--- src/rtl/drbt_pkg.sv ---
package drbt_pkg;

  // ***********************************************************
  // link commands and field layout
  // ***********************************************************
  typedef enum logic [2:0] {CMD_NOP, CMD_ACT, CMD_RD, CMD_WR, CMD_PRE} drbt_cmd_e;

  localparam int         DW_DEF       = 16;
  localparam int         ADDR_W       = 14;
  localparam int         BA_W         = 3;
  localparam int         NB_DEF       = 8;
  localparam int         COL_W        = 10;
  localparam int         BSEL_BIT     = 12;
  localparam int         DEPTH_DEF    = 64;
  localparam logic [1:0] BURST_FIXED8 = 2'h0;
  localparam logic [1:0] BURST_OTF    = 2'h1;
  localparam logic [1:0] BURST_FIXED4 = 2'h2;

  // ***********************************************************
  // latencies and spacings in link clock cycles, or in picoseconds where so named
  // ***********************************************************
  localparam int AL_DEF      = 0;
  localparam int CL_DEF      = 5;
  localparam int PRE_LEAD_CK = 1;
  localparam int BL8_DATA_CK = 4;
  localparam int BC4_DATA_CK = 2;
  localparam int CCD_CK      = 4;
  localparam int RTW_BL8_CK  = 6;
  localparam int RTW_BC4_CK  = 4;
  localparam int RTP_MIN_CK  = 4;
  localparam int RTP_MIN_PS  = 7500;
  localparam int CLK_PERIOD_PS = 10000;
  localparam int CK_DIV_DEF  = 4;
  localparam int SMP_PH      = 2;
  localparam int T_RAS_DEF   = 15;
  localparam int T_RP_DEF    = 5;
  localparam int T_RC_DEF    = 20;
  localparam int LINK_RST_CK = 4;
  localparam int TMR_W       = 8;

  // ***********************************************************
  // burst length decode
  // ***********************************************************
  function automatic logic burst_is8(input logic [1:0] mode, input logic sel);
    burst_is8 = (mode == BURST_FIXED8) || ((mode == BURST_OTF) && sel);
  endfunction : burst_is8

endpackage : drbt_pkg

--- src/rtl/drbt_if.sv ---
`timescale 1ns/1ps
interface drbt_if
  import drbt_pkg::*;
#(
  parameter int DW = DW_DEF
);
  logic              ck;
  logic              rst_link_n;
  drbt_cmd_e         cmd;
  logic [BA_W-1:0]   ba;
  logic [ADDR_W-1:0] addr;
  logic [2*DW-1:0]   dq;
  logic              dq_oe;
  logic              dqs;
  logic              dqs_oe;

  modport dram (
    input  ck,
    input  rst_link_n,
    input  cmd,
    input  ba,
    input  addr,
    output dq,
    output dq_oe,
    output dqs,
    output dqs_oe
  );

  modport ctrl (
    output ck,
    output rst_link_n,
    output cmd,
    output ba,
    output addr,
    input  dq,
    input  dq_oe,
    input  dqs,
    input  dqs_oe
  );
endinterface : drbt_if

--- src/rtl/drbt_ctrl.sv ---
`timescale 1ns/1ps
module drbt_ctrl
  import drbt_pkg::*;
#(
  parameter int CK_DIV = CK_DIV_DEF,
  parameter int AL     = AL_DEF,
  parameter int T_RAS  = T_RAS_DEF,
  parameter int T_RP   = T_RP_DEF,
  parameter int T_RC   = T_RC_DEF,
  parameter int DW     = DW_DEF,
  parameter int NB     = NB_DEF
) (
  input  logic               clock,
  input  logic               rst_n,
  drbt_if.ctrl               link,
  input  logic [1:0]         burst_mode,
  input  logic               req_valid,
  output logic               req_ready,
  input  drbt_cmd_e          req_cmd,
  input  logic [BA_W-1:0]    req_bank,
  input  logic [ADDR_W-1:0]  req_addr,
  input  logic               req_bl8,
  output logic               rd_valid,
  output logic [2*DW-1:0]    rd_data
);

  // ***********************************************************
  // derived timing
  // ***********************************************************
  localparam int HALF   = CK_DIV / 2;
  localparam int DIV_W  = $clog2(CK_DIV);
  localparam int CKP_PS = CK_DIV * CLK_PERIOD_PS;
  localparam int RTP_NS = (RTP_MIN_PS + CKP_PS - 1) / CKP_PS;
  localparam int RTP_CK = (RTP_NS > RTP_MIN_CK) ? RTP_NS : RTP_MIN_CK;

  function automatic logic [TMR_W-1:0] dec(input logic [TMR_W-1:0] v);
    dec = (v == '0) ? '0 : v - TMR_W'(1);
  endfunction : dec

  logic [DIV_W-1:0]  div_reg;
  logic [DIV_W-1:0]  div_next;
  logic              slot;
  logic [2:0]        lrst_reg;
  logic              pend_reg;
  logic              pend_next;
  drbt_cmd_e         pcmd_reg;
  logic [BA_W-1:0]   pba_reg;
  logic [ADDR_W-1:0] paddr_reg;
  logic              pbl8_reg;
  logic              bsel;
  logic              eff8;
  logic              legal;
  logic              issue;
  logic [ADDR_W-1:0] addr_out;
  logic [TMR_W-1:0]  ccd_reg;
  logic [TMR_W-1:0]  rtw_reg;
  logic [TMR_W-1:0]  ras_reg [NB];
  logic [TMR_W-1:0]  rc_reg  [NB];
  logic [TMR_W-1:0]  rp_reg  [NB];
  logic [TMR_W-1:0]  rtp_reg [NB];
  logic [2*DW-1:0]   s1_dq;
  logic [2*DW-1:0]   s2_dq;
  logic              s1_oe;
  logic              s2_oe;

  // ***********************************************************
  // link clock divider and link reset
  // ***********************************************************
  always_comb begin
    div_next = (div_reg == DIV_W'(CK_DIV - 1)) ? '0 : div_reg + DIV_W'(1);
    slot     = (div_reg == DIV_W'(HALF - 1));
  end

  always_ff @(posedge clock) begin
    if (!rst_n) begin
      div_reg <= '0;
      link.ck <= 1'b0;
    end else begin
      div_reg <= div_next;
      link.ck <= (div_next < DIV_W'(HALF));
    end
  end

  always_ff @(posedge clock) begin
    if (!rst_n) begin
      lrst_reg        <= '0;
      link.rst_link_n <= 1'b0;
    end else if (slot) begin
      if (lrst_reg != 3'(LINK_RST_CK)) begin
        lrst_reg <= lrst_reg + 3'h1;
      end else begin
        link.rst_link_n <= 1'b1;
      end
    end
  end

  // ***********************************************************
  // request holding
  // ***********************************************************
  always_comb begin
    bsel = (burst_mode == BURST_OTF) ? pbl8_reg : (burst_mode == BURST_FIXED8);
    eff8 = burst_is8(burst_mode, bsel);
    addr_out = paddr_reg;
    addr_out[BSEL_BIT] = bsel;
    legal = 1'b1;
    unique case (pcmd_reg)
      CMD_NOP: legal = 1'b1;
      CMD_RD:  legal = (ccd_reg == '0);
      CMD_WR:  legal = (ccd_reg == '0) && (rtw_reg == '0);
      CMD_PRE: legal = (ras_reg[pba_reg] == '0) && (rtp_reg[pba_reg] == '0);
      CMD_ACT: legal = (rp_reg[pba_reg] == '0) && (rc_reg[pba_reg] == '0);
    endcase
    issue = slot && pend_reg && legal && link.rst_link_n;
    if (req_valid && req_ready) begin
      pend_next = 1'b1;
    end else if (issue) begin
      pend_next = 1'b0;
    end else begin
      pend_next = pend_reg;
    end
  end

  always_ff @(posedge clock) begin
    if (!rst_n) begin
      pend_reg  <= 1'b0;
      req_ready <= 1'b0;
      pcmd_reg  <= CMD_NOP;
      pba_reg   <= '0;
      paddr_reg <= '0;
      pbl8_reg  <= 1'b0;
    end else begin
      pend_reg  <= pend_next;
      req_ready <= !pend_next;
      if (req_valid && req_ready) begin
        pcmd_reg  <= req_cmd;
        pba_reg   <= req_bank;
        paddr_reg <= req_addr;
        pbl8_reg  <= req_bl8;
      end
    end
  end

  // ***********************************************************
  // command drive, changes as the link clock falls
  // ***********************************************************
  always_ff @(posedge clock) begin
    if (!rst_n) begin
      link.cmd  <= CMD_NOP;
      link.ba   <= '0;
      link.addr <= '0;
    end else if (slot) begin
      link.cmd <= issue ? pcmd_reg : CMD_NOP;
      if (issue) begin
        link.ba   <= pba_reg;
        link.addr <= addr_out;
      end
    end
  end

  // ***********************************************************
  // spacing timers in link clock cycles
  // ***********************************************************
  always_ff @(posedge clock) begin
    if (!rst_n) begin
      ccd_reg <= '0;
      rtw_reg <= '0;
    end else if (slot) begin
      if (issue && pcmd_reg == CMD_RD) begin
        ccd_reg <= TMR_W'(CCD_CK - 1);
        rtw_reg <= eff8 ? TMR_W'(RTW_BL8_CK - 1) : TMR_W'(RTW_BC4_CK - 1);
      end else begin
        ccd_reg <= (issue && pcmd_reg == CMD_WR) ? TMR_W'(CCD_CK - 1) : dec(ccd_reg);
        rtw_reg <= dec(rtw_reg);
      end
    end
  end

  for (genvar b = 0; b < NB; b++) begin : g_bank
    logic hit;
    assign hit = issue && (pba_reg == BA_W'(b));
    always_ff @(posedge clock) begin
      if (!rst_n) begin
        ras_reg[b] <= '0;
        rc_reg[b]  <= '0;
        rp_reg[b]  <= '0;
        rtp_reg[b] <= '0;
      end else if (slot) begin
        ras_reg[b] <= (hit && pcmd_reg == CMD_ACT) ? TMR_W'(T_RAS - 1) : dec(ras_reg[b]);
        rc_reg[b]  <= (hit && pcmd_reg == CMD_ACT) ? TMR_W'(T_RC - 1) : dec(rc_reg[b]);
        rp_reg[b]  <= (hit && pcmd_reg == CMD_PRE) ? TMR_W'(T_RP - 1) : dec(rp_reg[b]);
        rtp_reg[b] <= (hit && pcmd_reg == CMD_RD) ? TMR_W'(AL + RTP_CK - 1) : dec(rtp_reg[b]);
      end
    end
  end

  // ***********************************************************
  // read data return
  // ***********************************************************
  always_ff @(posedge clock) begin
    if (!rst_n) begin
      s1_dq <= '0;
      s2_dq <= '0;
      s1_oe <= 1'b0;
      s2_oe <= 1'b0;
    end else begin
      s1_dq <= link.dq;
      s2_dq <= s1_dq;
      s1_oe <= link.dq_oe;
      s2_oe <= s1_oe;
    end
  end

  always_ff @(posedge clock) begin
    if (!rst_n) begin
      rd_valid <= 1'b0;
      rd_data  <= '0;
    end else begin
      rd_valid <= (div_reg == DIV_W'(SMP_PH)) && s2_oe;
      if ((div_reg == DIV_W'(SMP_PH)) && s2_oe) begin
        rd_data <= s2_dq;
      end
    end
  end

endmodule : drbt_ctrl

--- src/flat_wrapper.sv ---
// flat-port wrapper written by rule: the top's interface ports become plain ports
module drbt_ctrl_flat import drbt_pkg::*;
#(
  parameter int CK_DIV = CK_DIV_DEF,
  parameter int AL     = AL_DEF,
  parameter int T_RAS  = T_RAS_DEF,
  parameter int T_RP   = T_RP_DEF,
  parameter int T_RC   = T_RC_DEF,
  parameter int DW     = DW_DEF,
  parameter int NB     = NB_DEF
)
  (clock, rst_n, burst_mode, req_valid, req_ready, req_cmd, req_bank, req_addr, req_bl8, rd_valid, rd_data, link_ck, link_rst_link_n, link_cmd, link_ba, link_addr, link_dq, link_dq_oe, link_dqs, link_dqs_oe);
  drbt_if #(.DW(DW)) link_i ();
  input  logic clock;
  input  logic rst_n;
  input  logic [1:0] burst_mode;
  input  logic req_valid;
  output logic req_ready;
  input  drbt_cmd_e req_cmd;
  input  logic [BA_W-1:0] req_bank;
  input  logic [ADDR_W-1:0] req_addr;
  input  logic req_bl8;
  output logic rd_valid;
  output logic [2*DW-1:0] rd_data;
  output wire logic [$bits(link_i.ck)-1:0] link_ck;
  output wire logic [$bits(link_i.rst_link_n)-1:0] link_rst_link_n;
  output wire logic [$bits(link_i.cmd)-1:0] link_cmd;
  output wire logic [$bits(link_i.ba)-1:0] link_ba;
  output wire logic [$bits(link_i.addr)-1:0] link_addr;
  input wire logic [$bits(link_i.dq)-1:0] link_dq;
  input wire logic [$bits(link_i.dq_oe)-1:0] link_dq_oe;
  input wire logic [$bits(link_i.dqs)-1:0] link_dqs;
  input wire logic [$bits(link_i.dqs_oe)-1:0] link_dqs_oe;
  assign link_ck = link_i.ck;
  assign link_rst_link_n = link_i.rst_link_n;
  assign link_cmd = link_i.cmd;
  assign link_ba = link_i.ba;
  assign link_addr = link_i.addr;
  assign link_i.dq = link_dq;
  assign link_i.dq_oe = link_dq_oe;
  assign link_i.dqs = link_dqs;
  assign link_i.dqs_oe = link_dqs_oe;
  drbt_ctrl #(.CK_DIV(CK_DIV), .AL(AL), .T_RAS(T_RAS), .T_RP(T_RP), .T_RC(T_RC), .DW(DW), .NB(NB)) u_core (.clock(clock), .rst_n(rst_n), .link(link_i), .burst_mode(burst_mode), .req_valid(req_valid), .req_ready(req_ready), .req_cmd(req_cmd), .req_bank(req_bank), .req_addr(req_addr), .req_bl8(req_bl8), .rd_valid(rd_valid), .rd_data(rd_data));
endmodule
--- config.mk ---
export PLATFORM = sky130hd
export DESIGN_NAME = drbt_ctrl_flat
export DESIGN_NICKNAME = d
export VERILOG_FILES = /design/src/rtl/drbt_pkg.sv /design/src/rtl/drbt_if.sv /design/src/rtl/drbt_ctrl.sv /design/src/flat_wrapper.sv
export SDC_FILE = /design/constraint.sdc
export NUM_CORES = 1
export LEC_CHECK = 0
export ABC_CLOCK_PERIOD_IN_PS = 8700
export BUFFER_PORTS_ARGS = -buffer_cell sky130_fd_sc_hd__buf_2
export CAP_MARGIN = 40
export CORE_MARGIN = 5
export CORE_UTILIZATION = 45
export DETAILED_ROUTE_END_ITERATION = 8
export SLEW_MARGIN = 20
export SYNTH_ARGS = -nofsm -noshare
export SYNTH_HDL_FRONTEND = slang
export SYNTH_SLANG_ARGS = --single-unit
--- constraint.sdc ---
create_clock -name clock -period 8.7 [get_ports clock]
set_input_delay 0.87 -clock clock [delete_from_list [all_inputs] [get_ports clock]]
set_output_delay 0.87 -clock clock [all_outputs]
set_load 0.05 [all_outputs]
Word level (Yosys, flattened, before mapping)

Memories as Yosys holds them, arrays and structs flattened. A register that Yosys moved wholly into a read port is not among the register bits.
Cells that the tools add are included.

Bits in registers: 165
Bits in latches: 0
Bits in writable memories: 256
Memory bits (read-only): 0
Bits of input ports: 61
Output and inout port bits: 56
Logic and storage cells: 320
Memories: 4

Memory list:

| memory         | words | bits a word | read ports | clocked after Yosys merged registers in | wr ports | line            | text |
|---|---|---|---|---|---|---|---|
| u_core.ras_reg | 8     | 8           | 9          | 1                                       | 8        | drbt_ctrl.sv:57 | `logic [TMR_W-1:0] ras_reg [NB];` |
| u_core.rc_reg  | 8     | 8           | 9          | 1                                       | 8        | drbt_ctrl.sv:58 | `logic [TMR_W-1:0] rc_reg [NB];` |
| u_core.rp_reg  | 8     | 8           | 9          | 1                                       | 8        | drbt_ctrl.sv:59 | `logic [TMR_W-1:0] rp_reg [NB];` |
| u_core.rtp_reg | 8     | 8           | 9          | 1                                       | 8        | drbt_ctrl.sv:60 | `logic [TMR_W-1:0] rtp_reg [NB];` |

$add $sub $neg: 36
Multipliers: 0
Div/mod/pow operators: 0
Order comparisons: 1
Equality and inequality tests: 16
Shift operators: 0
Muxes and demuxes: 120
Bitwise gates (word level): 33
Reductions and logical operators: 89

Operator list:

| cell                | number |
|---|---|
| $mux 8              | 101 |
| $logic_not 8->1     | 38 |
| $sub 8x1->8 const B | 34 |
| $logic_and 1x1->1   | 43 |
| $or 1x1->1          | 32 |
| $mux 3              | 10 |
| $eq 3x3->1 const B  | 5 |
| $eq 3x2->1 const B  | 4 |
| $mux 1              | 7 |
| $eq 3x1->1 const B  | 2 |
| $logic_not 3->1     | 2 |
| $reduce_and 2->1    | 3 |
| $pmux 1 s5          | 1 |
| $eq 2x1->1 const B  | 2 |
| $eq 2x2->1 const B  | 2 |
| $add 3x1->3 const B | 1 |
| $ne 3x3->1 const B  | 1 |
| $add 2x1->2 const B | 1 |
| $logic_not 2->1     | 1 |
| $lt 2x2->1 const B  | 1 |
| $mux 2              | 1 |
| $logic_not 1->1     | 1 |
| $logic_or 1x1->1    | 1 |
| $not 1->1           | 1 |

Depth between registers and ports, before layout

Depth after elaboration: 9
Depth in mapped cells: 13
Gate-level depth less buffers: 10

Worst setup path before layout

No wires, ideal clock.

Path type: input port to flip-flop
Start: in rst_n
End: mem u_core.ras_reg[0][0], enable pin
Library setup time: 605 ps
Arrival time: 6423 ps
Required time: 8095 ps
Path slack: 1671 ps
Stages: 5
Buffers on the path: 3
Path through: clkbuf_1 > nor2b_1 > clkbuf_1 > clkbuf_1 > inv_1

RTL lines:

| item               | line               | text |
|---|---|---|
| start: declaration | flat_wrapper.sv:15 | `input logic rst_n;` |
| end: declaration   | drbt_ctrl.sv:57    |  |

==> results.sh <==
export IMPL_status="completed"
export IMPL_initial_core_util=0.456
export IMPL_skew_ns=0.0257
export IMPL_die_area_um2=48100
export IMPL_power_frac_comb=0.145
export IMPL_drive_gt1_frac=0.109
export IMPL_reg2reg_to="u_core.rp_reg[0][5]"
export IMPL_viasPerCell=5.27
export IMPL_r2r_start="u_core.rc_reg[4][6]"
export IMPL_cts_num_sinks=423
export IMPL_vias=14000
export IMPL_cts_resized=0
export IMPL_start_kind="register"
export IMPL_grt_overflow=0
export IMPL_synth_seq_area_share=0.559
export IMPL_placed_cells=2572
export IMPL_die_height_um=219
export IMPL_die_w_um=219
export IMPL_cts_htree_levels=2
export IMPL_pin_count=117
export IMPL_postSynthCellCount=1909
export IMPL_hpwl_mm=28.0
export IMPL_seqPwrFrac=0.476
export IMPL_rrSetupSlack_ns=4.59
export IMPL_timing_slew_headroom=0.423
export IMPL_rsz0062_at_grt="false"
export IMPL_instances_no_fill=2661
export IMPL_place_area_um2=21000
export IMPL_core_area_um2=43300
export IMPL_grt_total_usage=0.175
export IMPL_dp_slack_ns=4.60
export IMPL_fmax_ghz=0.243
export IMPL_worst_hold_slack_ns=0.428
export IMPL_power_density_nw_per_um2=233
export IMPL_fin_crit_ns=4.11
export IMPL_setup_viol_count_final=0
export IMPL_internal_power_mw=3.84
export IMPL_power_leakage_nw=8.59
export IMPL_fin_nets=2171
export IMPL_cts_setup_buffers=0
export IMPL_cts_tree="yes"
export IMPL_min_from="u_core.s1_dq[19]"
export IMPL_worst_pin_slew_ns=0.866
export IMPL_r2r_cells=9
export IMPL_syn_area_per_cell_um2=10.3
export IMPL_synth_edf_count=256
export IMPL_cts_clk_slew_worst_paths_ns=0.06
export IMPL_syn_area_um2=19700
export IMPL_fin_ws_ns=4.59
export IMPL_switching_share=0.270
export IMPL_root_buffer="clkbuf_16"
export IMPL_report_final_slew_viol_count=0
export IMPL_clkPwrFrac=0.379
export IMPL_synth_ff_type="edfxtp_1"
export IMPL_hold_buffers=0
export IMPL_clk_latency_ns=0.59
export IMPL_synth_distinct_cells=58
export IMPL_p_sw_mw=1.42
export IMPL_first_global_vias=13600
export IMPL_path_max_fanout=23
export IMPL_portBuffers=113
export IMPL_num_rows=76
export IMPL_synth_nets=2041
export IMPL_place_gp_congestion=0.795
export IMPL_grt_max_degree=113
export IMPL_hold_end="u_core.s2_dq[19]"
export IMPL_antenna_left=0
export IMPL_clk_path_buf_depth=3
export IMPL_finalHoldViolations=0
export IMPL_numCtsBuffers=47
export IMPL_drt_pre_antenna_iters=5
export IMPL_synth_warnings=0
export IMPL_ys_ff_latch=423
export IMPL_drtIter0Drc=905
export IMPL_wl_per_cell_um=15.9
export IMPL_min_path_type="register to register"
export IMPL_design_area_um2=22600
export IMPL_grt_pass1_wl_mm=69.0
export IMPL_min_delay_path_depth=1
export IMPL_antenna_found_initial=3
export IMPL_drc_errors=0
export IMPL_drv_cap=0
export IMPL_wirelength_mm=42.4
export IMPL_ir_worst_vdd_v=0.000178
export IMPL_cp_required_ns=9.00
export IMPL_arrival_ns=4.41
export IMPL_fin_setup_tns_ns=0
export IMPL_synth_async_reset_ratio=0
export IMPL_critical_path_class="register to register"
export IMPL_fin_crit_sh=0.473
export IMPL_area_growth_pct=14.5
export IMPL_cp_end_kind="register"
==> cells by family after synthesis <==
logic type,share of synthesized area
fa+ha+maj,0.0450
mux,0.000507
flops,0.559
buf+inv,0.0296
xor+xnor,0.0746
simple gates,0.201
compound gates,0.0904
==> stage by stage <==
stage                      util  power, mW
after floorplan               -       3.13
after global placement    0.483       3.27
after detailed placement  0.485       3.30
after CTS                 0.521       5.31
after global routing      0.522       5.52
final                     0.522       5.26
==> metal layers <==
| metal | share of wire | vias to the layer above | routed length, um | global-route usage |
|---|---|---|---|---|
| li1 | - | 6979 | - | - |
| met1 | 0.45 | 6647 | 19100 | 0.230 |
| met2 | 0.45 | 323 | 19200 | 0.286 |
| met3 | 0.070 | 83 | 2980 | 0.0444 |
| met4 | 0.027 | 4 | 1130 | 0.0565 |
| met5 | 0.00033 | - | 14 | 0 |
==> worst max path at each step <==
stage / start / to / slack (ns) / cells past startpoint
floorplan: rst_n / u_core.ras_reg[0][0] / 1.67 / 5
global placement: u_core.ccd_reg[2] / u_core.rtp_reg[0][5] / 4.55 / 8
detailed placement: u_core.rc_reg[7][0] / u_core.rp_reg[0][6] / 4.60 / 9
finish: u_core.rc_reg[4][6] / u_core.rp_reg[0][5] / 4.59 / 9
global route: u_core.rc_reg[4][5] / u_core.rp_reg[0][6] / 4.39 / 9
CTS: u_core.rc_reg[7][0] / u_core.rp_reg[0][5] / 4.58 / 9
==> cell usage after synthesis (44+ instances only) <==
library cell | n | share of area
nand3_1 | 77 | 0.020
o21ai_0 | 69 | 0.018
a21boi_0 | 55 | 0.021
dfxtp_1 | 167 | 0.17
ha_1 | 71 | 0.045
inv_1 | 98 | 0.019
xnor2_1 | 124 | 0.055
nor2_1 | 250 | 0.048
and2_1 | 75 | 0.024
xor2_1 | 44 | 0.020
nand2_1 | 224 | 0.043
nor4_1 | 63 | 0.020
nor3_1 | 56 | 0.014
edfxtp_1 | 256 | 0.39
==> cells in the final DEF, fill, tap and decap left out, types with 9 or more instances in the layout <==
cell type and count:
o211ai_1 10, a21boi_0 55, or4_1 20, buf_4 14, a21oi_1 37, nor2_1 250, inv_1 97, o31ai_1 29
clkbuf_16 49, dfxtp_1 167, a31oi_1 22, nand3_1 77, o21ai_0 69, o21ai_1 9, edfxtp_1 256, and2_1 75
xor2_1 44, nor3_1 56, nand2_1 224, buf_2 113, xnor2_1 124, ha_1 71, nor4_1 63
==> layout make-up <==
cell class              instances  area (um^2)
multi-input cells            1336         8110
diodes                          2         5.00
flip-flops and latches        423        11000
repair buffers                133          791
fillers                      3900        20700
well taps                     585          732
clock inverters                24          244
inverters                      98          375
clock buffers                  60         1300
==> critical path: stages, from the launching register on <==
cell	delay, ns
edfxtp_1	0.43
nor4_1	0.49
nand2_1	0.10
nor4_1	0.47
nor4bb_1	0.17
nor4_4	0.69
a22oi_2	0.44
buf_4	0.40
o31ai_2	0.54
nor2_1	0.10
==> power groups by stage <==
stage,combinational (mW),clock [mW],sequential [mW]
2_1_floorplan,0.597,0,2.53
4_1_cts,0.766,2.05,2.50
3_3_place_gp,0.738,0,2.53
3_5_place_dp,0.760,0,2.54
6_report,0.761,1.99,2.50
5_1_grt,0.866,2.13,2.53
Power figures use the tool's default switching activity.
